==> src/inc/tpsic_regs.svh <==
// Register indices, field positions and reset values of the power,
// status and alert block. Included by the design files and the bench.
`ifndef TPSIC_REGS_SVH
`define TPSIC_REGS_SVH

// Register indices; the AXI4-Lite byte address is four times the index.
`define TPSIC_IDX_CTRL       6'h00
`define TPSIC_IDX_GENERAL    6'h02
`define TPSIC_IDX_TOUCH      6'h03
`define TPSIC_IDX_LIGHT      6'h04
`define TPSIC_IDX_LOW_POWER_SCAN_EN_SEL   6'h08
`define TPSIC_IDX_TOUCH_IRQ  6'h09
`define TPSIC_IDX_PAT_IRQ    6'h0A
`define TPSIC_IDX_LINK       6'h0B

// Byte address bits that select the register index.
`define TPSIC_ADDR_IDX_HI    7
`define TPSIC_ADDR_IDX_LO    2

// Main power control fields.
`define TPSIC_CTRL_GAIN_HI   7
`define TPSIC_CTRL_GAIN_LO   6
`define TPSIC_CTRL_LOW_POWER_SCAN_EN      5
`define TPSIC_CTRL_DEEP      4
`define TPSIC_CTRL_INT       0

// General event summary fields.
`define TPSIC_GEN_LIGHT      4
`define TPSIC_GEN_RESET      3
`define TPSIC_GEN_MULTI_TOUCH_BLOCK_FLAG       2
`define TPSIC_GEN_PAT        1
`define TPSIC_GEN_TOUCH      0

// Pattern alert enable field.
`define TPSIC_PAT_IRQ_EN     0

// Gain codes and the sensing gain factor each selects.
`define TPSIC_GAIN_X1        2'h0
`define TPSIC_GAIN_X2        2'h1
`define TPSIC_GAIN_X4        2'h2
`define TPSIC_GAIN_X8        2'h3
`define TPSIC_FACTOR_X1      4'h1
`define TPSIC_FACTOR_X2      4'h2
`define TPSIC_FACTOR_X4      4'h4
`define TPSIC_FACTOR_X8      4'h8

// Reset values.
`define TPSIC_RST_BYTE       8'h00
`define TPSIC_RST_LOW_POWER_SCAN_EN_SEL   8'h01
`define TPSIC_RST_TOUCH_IRQ  8'hFF
`define TPSIC_ALL_CHANNELS   8'hFF
`define TPSIC_RSP_OKAY       2'h0
`define TPSIC_DATA_ZERO      32'h0000_0000

`endif

==> src/inc/tpsic_pkg.sv <==
// Types shared by the power, status and alert block and its bus slave.
// Assumes the register header is on the include path.
package tpsic_pkg;

   typedef struct packed {
      logic [1:0] gain;
      logic       standby;
      logic       deep;
      logic       intPend;
   } tpsic_ctrl_t;

   // Event and level inputs from the sensing and light engines.
   typedef struct packed {
      logic [7:0] touch;
      logic       multiBlock;
      logic       patternHit;
      logic [7:0] lightDone;
      logic       resetExit;
   } tpsic_evt_t;

   // Controls handed back to the sensing and light engines.
   typedef struct packed {
      logic [7:0] scanEn;
      logic [7:0] touchState;
      logic [3:0] gainFactor;
      logic       lightsInactive;
      logic       pwmEn;
      logic [7:0] linkMask;
   } tpsic_sense_t;

   typedef struct packed {
      tpsic_ctrl_t ctrl;
      logic [7:0]  touchFlags;
      logic [7:0]  lightDone;
      logic        resetFlag;
      logic        patternFlag;
      logic [7:0]  stbySel;
      logic [7:0]  touchIrqEn;
      logic        patternIrqEn;
      logic [7:0]  linkMask;
      logic [7:0]  touchPrev;
      logic        patternPrev;
      logic        porPend;
      logic        wakeFlag;
   } tpsic_state_t;

   typedef struct packed {
      logic       awFull;
      logic [5:0] awIdx;
      logic       wFull;
      logic [7:0] wData;
      logic       wLane;
      logic       bValid;
      logic       rValid;
      logic [7:0] rData;
   } tpsic_bus_state_t;

endpackage

==> src/logic/tpsic_axil_slave.sv <==
// AXI4-Lite slave that turns bus accesses into one-cycle register writes
// and registered reads of eight-bit registers in the low byte lane.
// Assumes a master that keeps at most one write and one read under way.
`timescale 1ns/1ns
`include "tpsic_regs.svh"
module tpsic_axil_slave (
   input  wire logic        clk,
   input  wire logic        sys_rst,
   input  wire logic [31:0] s_axi_awaddr,
   input  wire logic        s_axi_awvalid,
   output logic             s_axi_awready,
   input  wire logic [31:0] s_axi_wdata,
   input  wire logic [3:0]  s_axi_wstrb,
   input  wire logic        s_axi_wvalid,
   output logic             s_axi_wready,
   output logic [1:0]       s_axi_bresp,
   output logic             s_axi_bvalid,
   input  wire logic        s_axi_bready,
   input  wire logic [31:0] s_axi_araddr,
   input  wire logic        s_axi_arvalid,
   output logic             s_axi_arready,
   output logic [31:0]      s_axi_rdata,
   output logic [1:0]       s_axi_rresp,
   output logic             s_axi_rvalid,
   input  wire logic        s_axi_rready,
   output logic             wrEn,
   output logic [5:0]       wrIdx,
   output logic [7:0]       wrData,
   output logic [5:0]       rdIdx,
   input  wire logic [7:0]  rdData
);
   tpsic_pkg::tpsic_bus_state_t s_reg;
   tpsic_pkg::tpsic_bus_state_t s_next;

   assign s_axi_awready = !s_reg.awFull && !s_reg.bValid;
   assign s_axi_wready  = !s_reg.wFull && !s_reg.bValid;
   assign s_axi_arready = !s_reg.rValid;
   assign s_axi_bvalid  = s_reg.bValid;
   assign s_axi_rvalid  = s_reg.rValid;
   assign s_axi_bresp   = `TPSIC_RSP_OKAY;
   assign s_axi_rresp   = `TPSIC_RSP_OKAY;
   assign s_axi_rdata   = {24'h00_0000, s_reg.rData};
   // A write without the low lane enabled is answered but stores nothing.
   assign wrEn   = s_reg.awFull && s_reg.wFull && !s_reg.bValid
                   && s_reg.wLane;
   assign wrIdx  = s_reg.awIdx;
   assign wrData = s_reg.wData;
   assign rdIdx  = s_axi_araddr[`TPSIC_ADDR_IDX_HI:`TPSIC_ADDR_IDX_LO];

   always_comb begin
      s_next = s_reg;
      if (s_axi_awvalid && s_axi_awready) begin
         s_next.awFull = 1'b1;
         s_next.awIdx  = s_axi_awaddr[`TPSIC_ADDR_IDX_HI:`TPSIC_ADDR_IDX_LO];
      end
      if (s_axi_wvalid && s_axi_wready) begin
         s_next.wFull = 1'b1;
         s_next.wData = s_axi_wdata[7:0];
         s_next.wLane = s_axi_wstrb[0];
      end
      if (s_reg.awFull && s_reg.wFull && !s_reg.bValid) begin
         s_next.awFull = 1'b0;
         s_next.wFull  = 1'b0;
         s_next.bValid = 1'b1;
      end
      if (s_reg.bValid && s_axi_bready) begin
         s_next.bValid = 1'b0;
      end
      if (s_axi_arvalid && s_axi_arready) begin
         s_next.rValid = 1'b1;
         s_next.rData  = rdData;
      end else if (s_reg.rValid && s_axi_rready) begin
         s_next.rValid = 1'b0;
      end
   end

   always_ff @(posedge clk or posedge sys_rst) begin
      if (sys_rst) begin
         s_reg <= '0;
      end else begin
         s_reg <= s_next;
      end
   end
endmodule

==> src/logic/tpsic_top.sv <==
// Power state control, event status and alert logic of an eight-input
// touch controller with eight light drivers, behind an AXI4-Lite slave.
// Assumes sensing and light engines outside that report touch levels,
// done pulses, pattern and blocking levels, and obey the controls here.
//
// Behaviour
// - Gain field bits 7:6 selects sensing gain 1, 2, 4 or 8.
// - Selected gain applies equally in active and standby states.
// - Standby bit 5 limits scanning to the standby channel selection.
// - In standby, status contents are held, not cleared automatically.
// - Inputs no longer sampled report one release, then stay untouched.
// - In standby, tied lights stay tied; host-driven lights are unchanged.
// - Deep-sleep bit 4 stops scanning, forces lights inactive, stops PWM.
// - Entering deep sleep clears all status bits except blocking bit 2, and the pending bit.
// - Wake input high clears the deep-sleep bit.
// - Active-low alert is asserted while pending bit 0 is one.
// - Touch on a channel with interrupt disabled never sets pending.
// - Host writes zero to pending; alert drops, gone conditions clear.
// - Wake output raised by a standby touch drops when pending clears.
// - In four-wire SPI mode the wake pin is never driven.
// - Light summary bit 4 is the OR of the light done flags.
// - Reset flag bit 3 sets after reset, sets pending, clears with it.
// - Multi-touch blocking bit 2 shows suppression, never sets pending.
// - Pattern bit 1 sets pending if enabled; holds until condition goes.
// - Touch summary bit 0 is the OR of the touch flags.
// - Touch flags hold one bit per input, input 1 at bit 0.
// - Persisting touch keeps its flag on clear but does not re-alert.
// - Done flags set on host-driven lights, ignore tied, clear with pending.
`timescale 1ns/1ns
`include "tpsic_regs.svh"
module tpsic_top (
   input  wire logic                  clk,
   input  wire logic                  sys_rst,
   input  wire logic [31:0]           s_axi_awaddr,
   input  wire logic                  s_axi_awvalid,
   output logic                       s_axi_awready,
   input  wire logic [31:0]           s_axi_wdata,
   input  wire logic [3:0]            s_axi_wstrb,
   input  wire logic                  s_axi_wvalid,
   output logic                       s_axi_wready,
   output logic [1:0]                 s_axi_bresp,
   output logic                       s_axi_bvalid,
   input  wire logic                  s_axi_bready,
   input  wire logic [31:0]           s_axi_araddr,
   input  wire logic                  s_axi_arvalid,
   output logic                       s_axi_arready,
   output logic [31:0]                s_axi_rdata,
   output logic [1:0]                 s_axi_rresp,
   output logic                       s_axi_rvalid,
   input  wire logic                  s_axi_rready,
   input  wire tpsic_pkg::tpsic_evt_t evt,
   output tpsic_pkg::tpsic_sense_t    sense,
   input  wire logic                  spi4Wire,
   input  wire logic                  wakeIn,
   output logic                       wakeOut,
   output logic                       wakeOe,
   output logic                       alert_n
);
   tpsic_pkg::tpsic_state_t s_reg;
   tpsic_pkg::tpsic_state_t s_next;

   logic       wrEn;
   logic [5:0] wrIdx;
   logic [7:0] wrData;
   logic [5:0] rdIdx;
   logic [7:0] rdData;
   logic [7:0] scanEn;
   logic [7:0] effTouch;
   logic [7:0] newTouch;
   logic [7:0] alertTouch;
   logic [7:0] generalSummary;
   logic [7:0] ctrlByte;
   logic       intClear;
   logic       patternRise;
   logic       raiseInt;
   logic [3:0] gainFactor;

   tpsic_axil_slave u_bus (
      .clk           (clk),
      .sys_rst       (sys_rst),
      .s_axi_awaddr  (s_axi_awaddr),
      .s_axi_awvalid (s_axi_awvalid),
      .s_axi_awready (s_axi_awready),
      .s_axi_wdata   (s_axi_wdata),
      .s_axi_wstrb   (s_axi_wstrb),
      .s_axi_wvalid  (s_axi_wvalid),
      .s_axi_wready  (s_axi_wready),
      .s_axi_bresp   (s_axi_bresp),
      .s_axi_bvalid  (s_axi_bvalid),
      .s_axi_bready  (s_axi_bready),
      .s_axi_araddr  (s_axi_araddr),
      .s_axi_arvalid (s_axi_arvalid),
      .s_axi_arready (s_axi_arready),
      .s_axi_rdata   (s_axi_rdata),
      .s_axi_rresp   (s_axi_rresp),
      .s_axi_rvalid  (s_axi_rvalid),
      .s_axi_rready  (s_axi_rready),
      .wrEn          (wrEn),
      .wrIdx         (wrIdx),
      .wrData        (wrData),
      .rdIdx         (rdIdx),
      .rdData        (rdData)
   );

   always_comb begin
      if (s_reg.ctrl.deep) begin
         scanEn = 8'h00;
      end else if (s_reg.ctrl.standby) begin
         scanEn = s_reg.stbySel;
      end else begin
         scanEn = `TPSIC_ALL_CHANNELS;
      end
   end

   // unsampled inputs release
   // Masking the touch level makes the sampled state fall exactly once.
   assign effTouch    = evt.touch & scanEn;
   assign newTouch    = effTouch & ~s_reg.touchPrev;
   assign alertTouch  = newTouch & s_reg.touchIrqEn;
   assign patternRise = evt.patternHit && !s_reg.patternPrev;
   assign intClear    = wrEn && (wrIdx == `TPSIC_IDX_CTRL)
                        && !wrData[`TPSIC_CTRL_INT];

   assign raiseInt = (|alertTouch)
                     || (patternRise && s_reg.patternIrqEn)
                     || s_reg.porPend || evt.resetExit;

   always_comb begin
      s_next = s_reg;
      s_next.touchPrev   = effTouch;
      s_next.patternPrev = evt.patternHit;
      s_next.porPend     = 1'b0;

      if (wrEn) begin
         case (wrIdx)
            `TPSIC_IDX_CTRL: begin
               s_next.ctrl.gain =
                  wrData[`TPSIC_CTRL_GAIN_HI:`TPSIC_CTRL_GAIN_LO];
               s_next.ctrl.standby = wrData[`TPSIC_CTRL_LOW_POWER_SCAN_EN];
               s_next.ctrl.deep    = wrData[`TPSIC_CTRL_DEEP];
               s_next.ctrl.intPend = wrData[`TPSIC_CTRL_INT];
            end
            `TPSIC_IDX_LOW_POWER_SCAN_EN_SEL: begin
               s_next.stbySel = wrData;
            end
            `TPSIC_IDX_TOUCH_IRQ: begin
               s_next.touchIrqEn = wrData;
            end
            `TPSIC_IDX_PAT_IRQ: begin
               s_next.patternIrqEn = wrData[`TPSIC_PAT_IRQ_EN];
            end
            `TPSIC_IDX_LINK: begin
               s_next.linkMask = wrData;
            end
            default: begin
               s_next.linkMask = s_reg.linkMask;
            end
         endcase
      end

      if (intClear) begin
         s_next.touchFlags = s_reg.touchFlags & effTouch;
         s_next.lightDone  = 8'h00;
         s_next.resetFlag  = 1'b0;
         s_next.wakeFlag   = 1'b0;
      end

      if (!evt.patternHit) begin
         s_next.patternFlag = 1'b0;
      end

      // Events land after the clears so that a set in the clearing cycle
      // is never lost. Only deep-sleep entry also clears these flags, in standby too.
      // status held
      s_next.touchFlags = s_next.touchFlags | newTouch;
      s_next.lightDone = s_next.lightDone
                         | (evt.lightDone & ~s_reg.linkMask);
      if (s_reg.porPend || evt.resetExit) begin
         s_next.resetFlag = 1'b1;
      end
      if (evt.patternHit) begin
         s_next.patternFlag = 1'b1;
      end
      if (raiseInt) begin
         s_next.ctrl.intPend = 1'b1;
      end
      if (s_reg.ctrl.standby && (|alertTouch)) begin
         s_next.wakeFlag = 1'b1;
      end

      if (wakeIn) begin
         s_next.ctrl.deep = 1'b0;
      end

      if (s_next.ctrl.deep && !s_reg.ctrl.deep) begin
         s_next.touchFlags   = 8'h00;
         s_next.lightDone    = 8'h00;
         s_next.resetFlag    = 1'b0;
         s_next.patternFlag  = 1'b0;
         s_next.ctrl.intPend = 1'b0;
         s_next.wakeFlag     = 1'b0;
      end
   end

   always_ff @(posedge clk or posedge sys_rst) begin
      if (sys_rst) begin
         s_reg              <= '0;
         s_reg.stbySel      <= `TPSIC_RST_LOW_POWER_SCAN_EN_SEL;
         s_reg.touchIrqEn   <= `TPSIC_RST_TOUCH_IRQ;
         // The reset exit event is raised by the first edge after release.
         s_reg.porPend      <= 1'b1;
      end else begin
         s_reg <= s_next;
      end
   end

   always_comb begin
      generalSummary = `TPSIC_RST_BYTE;
      generalSummary[`TPSIC_GEN_TOUCH] = |s_reg.touchFlags;
      generalSummary[`TPSIC_GEN_PAT]   = s_reg.patternFlag;
      generalSummary[`TPSIC_GEN_MULTI_TOUCH_BLOCK_FLAG]  = evt.multiBlock;
      generalSummary[`TPSIC_GEN_RESET] = s_reg.resetFlag;
      generalSummary[`TPSIC_GEN_LIGHT] = |s_reg.lightDone;
   end

   always_comb begin
      ctrlByte = `TPSIC_RST_BYTE;
      ctrlByte[`TPSIC_CTRL_GAIN_HI:`TPSIC_CTRL_GAIN_LO] = s_reg.ctrl.gain;
      ctrlByte[`TPSIC_CTRL_LOW_POWER_SCAN_EN] = s_reg.ctrl.standby;
      ctrlByte[`TPSIC_CTRL_DEEP] = s_reg.ctrl.deep;
      ctrlByte[`TPSIC_CTRL_INT]  = s_reg.ctrl.intPend;
   end

   // Unmapped indices read as zero and writes to them have no effect.
   always_comb begin
      case (rdIdx)
         `TPSIC_IDX_CTRL: begin
            rdData = ctrlByte;
         end
         `TPSIC_IDX_GENERAL: begin
            rdData = generalSummary;
         end
         `TPSIC_IDX_TOUCH: begin
            rdData = s_reg.touchFlags;
         end
         `TPSIC_IDX_LIGHT: begin
            rdData = s_reg.lightDone;
         end
         `TPSIC_IDX_LOW_POWER_SCAN_EN_SEL: begin
            rdData = s_reg.stbySel;
         end
         `TPSIC_IDX_TOUCH_IRQ: begin
            rdData = s_reg.touchIrqEn;
         end
         `TPSIC_IDX_PAT_IRQ: begin
            rdData = {7'h00, s_reg.patternIrqEn};
         end
         `TPSIC_IDX_LINK: begin
            rdData = s_reg.linkMask;
         end
         default: begin
            rdData = `TPSIC_RST_BYTE;
         end
      endcase
   end

   always_comb begin
      case (s_reg.ctrl.gain)
         `TPSIC_GAIN_X1: begin
            gainFactor = `TPSIC_FACTOR_X1;
         end
         `TPSIC_GAIN_X2: begin
            gainFactor = `TPSIC_FACTOR_X2;
         end
         `TPSIC_GAIN_X4: begin
            gainFactor = `TPSIC_FACTOR_X4;
         end
         `TPSIC_GAIN_X8: begin
            gainFactor = `TPSIC_FACTOR_X8;
         end
         default: begin
            gainFactor = `TPSIC_FACTOR_X1;
         end
      endcase
   end

   assign sense.gainFactor = gainFactor;
   assign sense.scanEn     = scanEn;
   assign sense.touchState = s_reg.touchPrev;
   assign sense.lightsInactive = s_reg.ctrl.deep;
   assign sense.pwmEn          = !s_reg.ctrl.deep;
   assign sense.linkMask = s_reg.linkMask;

   assign alert_n = !s_reg.ctrl.intPend;
   // no wake drive on SPI4
   // The pin is driven only while asserted, so the host can still drive
   // it high to end deep sleep.
   assign wakeOe  = s_reg.wakeFlag && !spi4Wire;
   assign wakeOut = s_reg.wakeFlag;
endmodule

==> config.mk <==
export PLATFORM = sky130hd
export DESIGN_NAME = tpsic_top
export DESIGN_NICKNAME = d
export VERILOG_FILES = /design/src/inc/tpsic_pkg.sv /design/src/logic/tpsic_axil_slave.sv /design/src/logic/tpsic_top.sv
export VERILOG_INCLUDE_DIRS = /design/src /design/src/inc
export SDC_FILE = /design/constraint.sdc
export NUM_CORES = 1
export LEC_CHECK = 0
export BUFFER_PORTS_ARGS = -buffer_cell sky130_fd_sc_hd__buf_2
export CAP_MARGIN = 0
export CORE_MARGIN = 8
export CORE_UTILIZATION = 50
export DETAILED_ROUTE_END_ITERATION = 10
export GPL_ROUTABILITY_DRIVEN = 0
export PLACE_DENSITY = 0.9
export SYNTH_ARGS = -nofsm -noshare
export SYNTH_HDL_FRONTEND = slang
export SYNTH_SLANG_ARGS = --single-unit
==> constraint.sdc <==
create_clock -name clk -period 7.8 [get_ports clk]
set_clock_uncertainty 0.05 [all_clocks]
set_input_delay 0.78 -clock clk [delete_from_list [all_inputs] [get_ports clk]]
set_output_delay 0.78 -clock clk [all_outputs]
set_load 0.01 [all_outputs]
==> results.yml <==
sta:
  rsz0062_at_grt: "no"
  hold_viol_final: 0
  max_freq_mhz: 430
  tightest_slew_ps: 1050
  fin_crit_ps: 2330
  slew_headroom: 0.300
  setup_slack_ps: 5470
  setup_violations: 0
  setup_tns_ps: 0
  fin_crit_sh: 0.298
  final_max_slew_viol_count: 0
worst_setup_path:
  critical_path_arrival_ps: 2510
  cp_max_fo: 20
  critPathKind: "reg -> reg"
  startpoint_type: "flip-flop"
  slowest_delay_ps: 610
  crit_chain: "nand4b_1, nand4bb_1, nor4b_2, buf_4, o21bai_1"
  setup.worst_path.end_class: "flip-flop"
  crit_slowest_cell: "nand4bb_1"
  crit_required_ps: 7980
detailed_routing:
  ant_nets: 0
  drtPass1Iterations: 5
  wire_per_inst_um: 19.5
  via_count: 3405
  via_per_inst: 5.71
  drt_iter0_drc: 238
  routed_wirelength_mm: 11.6
  drc: 0
die:
  die_area_um2: 12400
  rows: 34
  die_h_um: 111
  die_x_um: 111
  start_util: 0.518
  io_pins: 202
  coreArea_um2: 8760
clocking:
  ctsResizeCount: 0
  post-cts-setup-buffer-count: 0
  cts_hold_buf: 0
  cts_tree: "yes"
  clock_latency_ps: 350
  clock_sinks: 86
  cts_buffer_depth: 2
  clkTransAtPathRegs_ps: 80
  clock-root-buffer: "clkbuf_8"
  cts-htree-levels: 3
  cts_buffers: 9
flow_run:
  maxCapViolCount: 0
power_and_ir_drop:
  power.density_nw_per_um2: 264
  p_leak_nw: 2.35
  peakVddDrop_uv: 149
outcome:
  outcome: "completed"
cells_and_area:
  layout-drive-gt1-share: 0.377
  antennaDiodeCount: 0
  num-fill-cells: 760
  largest_reg_flops: 35
  fin_cells: 596
  fin_nets: 611
  area_growth_pct: 9.15
synth:
  ys.flop_type: "dfrtp_1"
  syn_area_um2: 4540
  synthDominantCellAreaShare: 0.419
  syn_inst: 418
  yosys-mux-area-fraction: 0.147
  postSynthAreaPerCell_um2: 10.9
  ys_types: 47
  synth_xor_area_frac: 0
  synth_top_area_cell: "dfrtp_1"
  synth_edf_count: 0
  async_flop_share: 1.00
  yosys_warnings: 0
  ys_seq_elements: 86
  synth_top_family_by_area: "simple AND/OR/NAND/NOR gates"
  ys_top_cells_by_area: "dfrtp_1 42%, mux2_2 12%, buf_4 9.3%, dfstp_2 5.8%, mux2_4 2.3%"
  synth_simple_gate_area_frac: 0.181
  synth-seq-area-share: 0.477
  synth-compound-area-share: 0.0783
  synthAdderAreaFrac: 0
placement:
  dpl.hpwl_mm: 8.73
  place_ws_ps: 5430
  dp.cells: 580
  io_buffers: 94
global_routing:
  grt_overflow: 0
  antenna_found_initial: 0
  grt_pass1_wl_mm: 18.8
  grt_max_degree: 87
  grt_pass1_vias: 3593
  groute.usage.overall: 0.186
hold_path:
  hold_path_class: "reg -> reg"
-- placed cells by master, fill, tap and decap left out, types with 10 or more instances in the layout --
| cell type | Yosys | final |
|---|---|---|
| a21oi_1 | 20 | 20 |
| buf_2 | 4 | 94 |
| conb_1 | 1 | 29 |
| dfrtp_1 | 76 | 76 |
| dfstp_2 | 10 | 10 |
| mux2_2 | 48 | 48 |
| nand2_1 | 17 | 17 |
| nand2b_1 | 15 | 15 |
| nand3_1 | 15 | 15 |
| nor2_1 | 28 | 28 |
| nor2b_1 | 16 | 16 |
| o21ai_0 | 14 | 14 |
-- cell usage after synthesis, types with 2 or more instances --
| cell type | n |
|---|---|
| a21oi_1 | 20 |
| dfstp_2 | 10 |
| buf_6 | 3 |
| mux2_4 | 7 |
| nor3_1 | 5 |
| nor3b_2 | 2 |
| and2b_1 | 3 |
| nor2b_1 | 16 |
| and2_1 | 9 |
| nor2_1 | 28 |
| nor4_1 | 3 |
| inv_1 | 7 |
| clkbuf_1 | 5 |
| nor4b_1 | 9 |
| nand2_1 | 17 |
| mux2i_1 | 2 |
| buf_1 | 2 |
| buf_4 | 56 |
| a21o_1 | 2 |
| nand3_1 | 15 |
| o21ai_0 | 14 |
| buf_2 | 4 |
| nand2b_1 | 15 |
| or4_1 | 4 |
| a22o_1 | 8 |
| a22oi_1 | 7 |
| or3_1 | 3 |
| mux2_2 | 48 |
| dfrtp_1 | 76 |
-- final timing paths --
| check | from | endpoint | slack, ps | cells past startpoint |
|---|---|---|---|---|
| min | u_bus.s_axi_rdata[2] | u_bus.s_axi_rdata[2] | 460 | 1 |
| max reg2reg | u_bus.s_axi_bvalid | ctrlByte[0] | 5470 | 5 |
| min reg2reg | u_bus.s_axi_rdata[2] | u_bus.s_axi_rdata[2] | 460 | 1 |
| min in group asynchronous | sys_rst | sense[7] | 680 | 3 |
| max | u_bus.s_axi_bvalid | ctrlByte[0] | 5470 | 5 |
| max in group asynchronous | sys_rst | u_bus.s_axi_bvalid | 6330 | 3 |
-- worst max-delay path, delay by kind of cell, from the launching register on --
| kind | cells | cell delay [ps] |
|---|---|---|
| buf+inv | 1 | 330 |
| flops | 1 | 450 |
| compound gates | 1 | 120 |
| simple gates | 3 | 1250 |
-- per-layer routing --
metal / track usage / vias up / routed length, µm
met1: 0.213 / 1682 / 4460
li1: - / 1505 / -
met2: 0.312 / 191 / 5800
met3: 0.0720 / 27 / 1180
met4: 0.0613 / 0 / 201
met5: 0 / - / 0
-- cells by family after synthesis --
group / Yosys count
flops: 86
simple gates: 140
buf+inv: 77
mux: 57
compound gates: 57
other cells: 1
-- metrics by stage --
| stage | instance area [µm²] | hold WS [ps] | power, mW | utilization |
|---|---|---|---|---|
| after detailed placement | 4760 | 444 | 1.01 | 0.544 |
| final | 4950 | 456 | 1.31 | 0.565 |
| after global routing | 4950 | 490 | 1.38 | 0.565 |
| after global placement | 4760 | 426 | 0.983 | 0.544 |
| after floorplan | 4640 | 413 | 0.900 | - |
| after CTS | 4950 | 463 | 1.31 | 0.565 |
-- power by group --
group          switching, mW  leakage, nW  internal, mW
Sequential             0.113         1.00         0.552
Clock                  0.158       0.0948         0.146
Combinational          0.164         1.25         0.174
-- cell type report --
| type | instances | area [µm²] | area share |
|---|---|---|---|
| clock buffers | 9 | 124 | 0.0250 |
| clock inverters | 7 | 65.1 | 0.0131 |
| inverters | 7 | 27.5 | 0.00556 |
| multi-input cells | 283 | 1950 | 0.394 |
| flip-flops and latches | 86 | 2160 | 0.437 |
| well taps | 108 | 135 | 0.0273 |
| repair buffers | 96 | 485 | 0.0980 |
No activity file was read; power rests on OpenSTA's default activity.
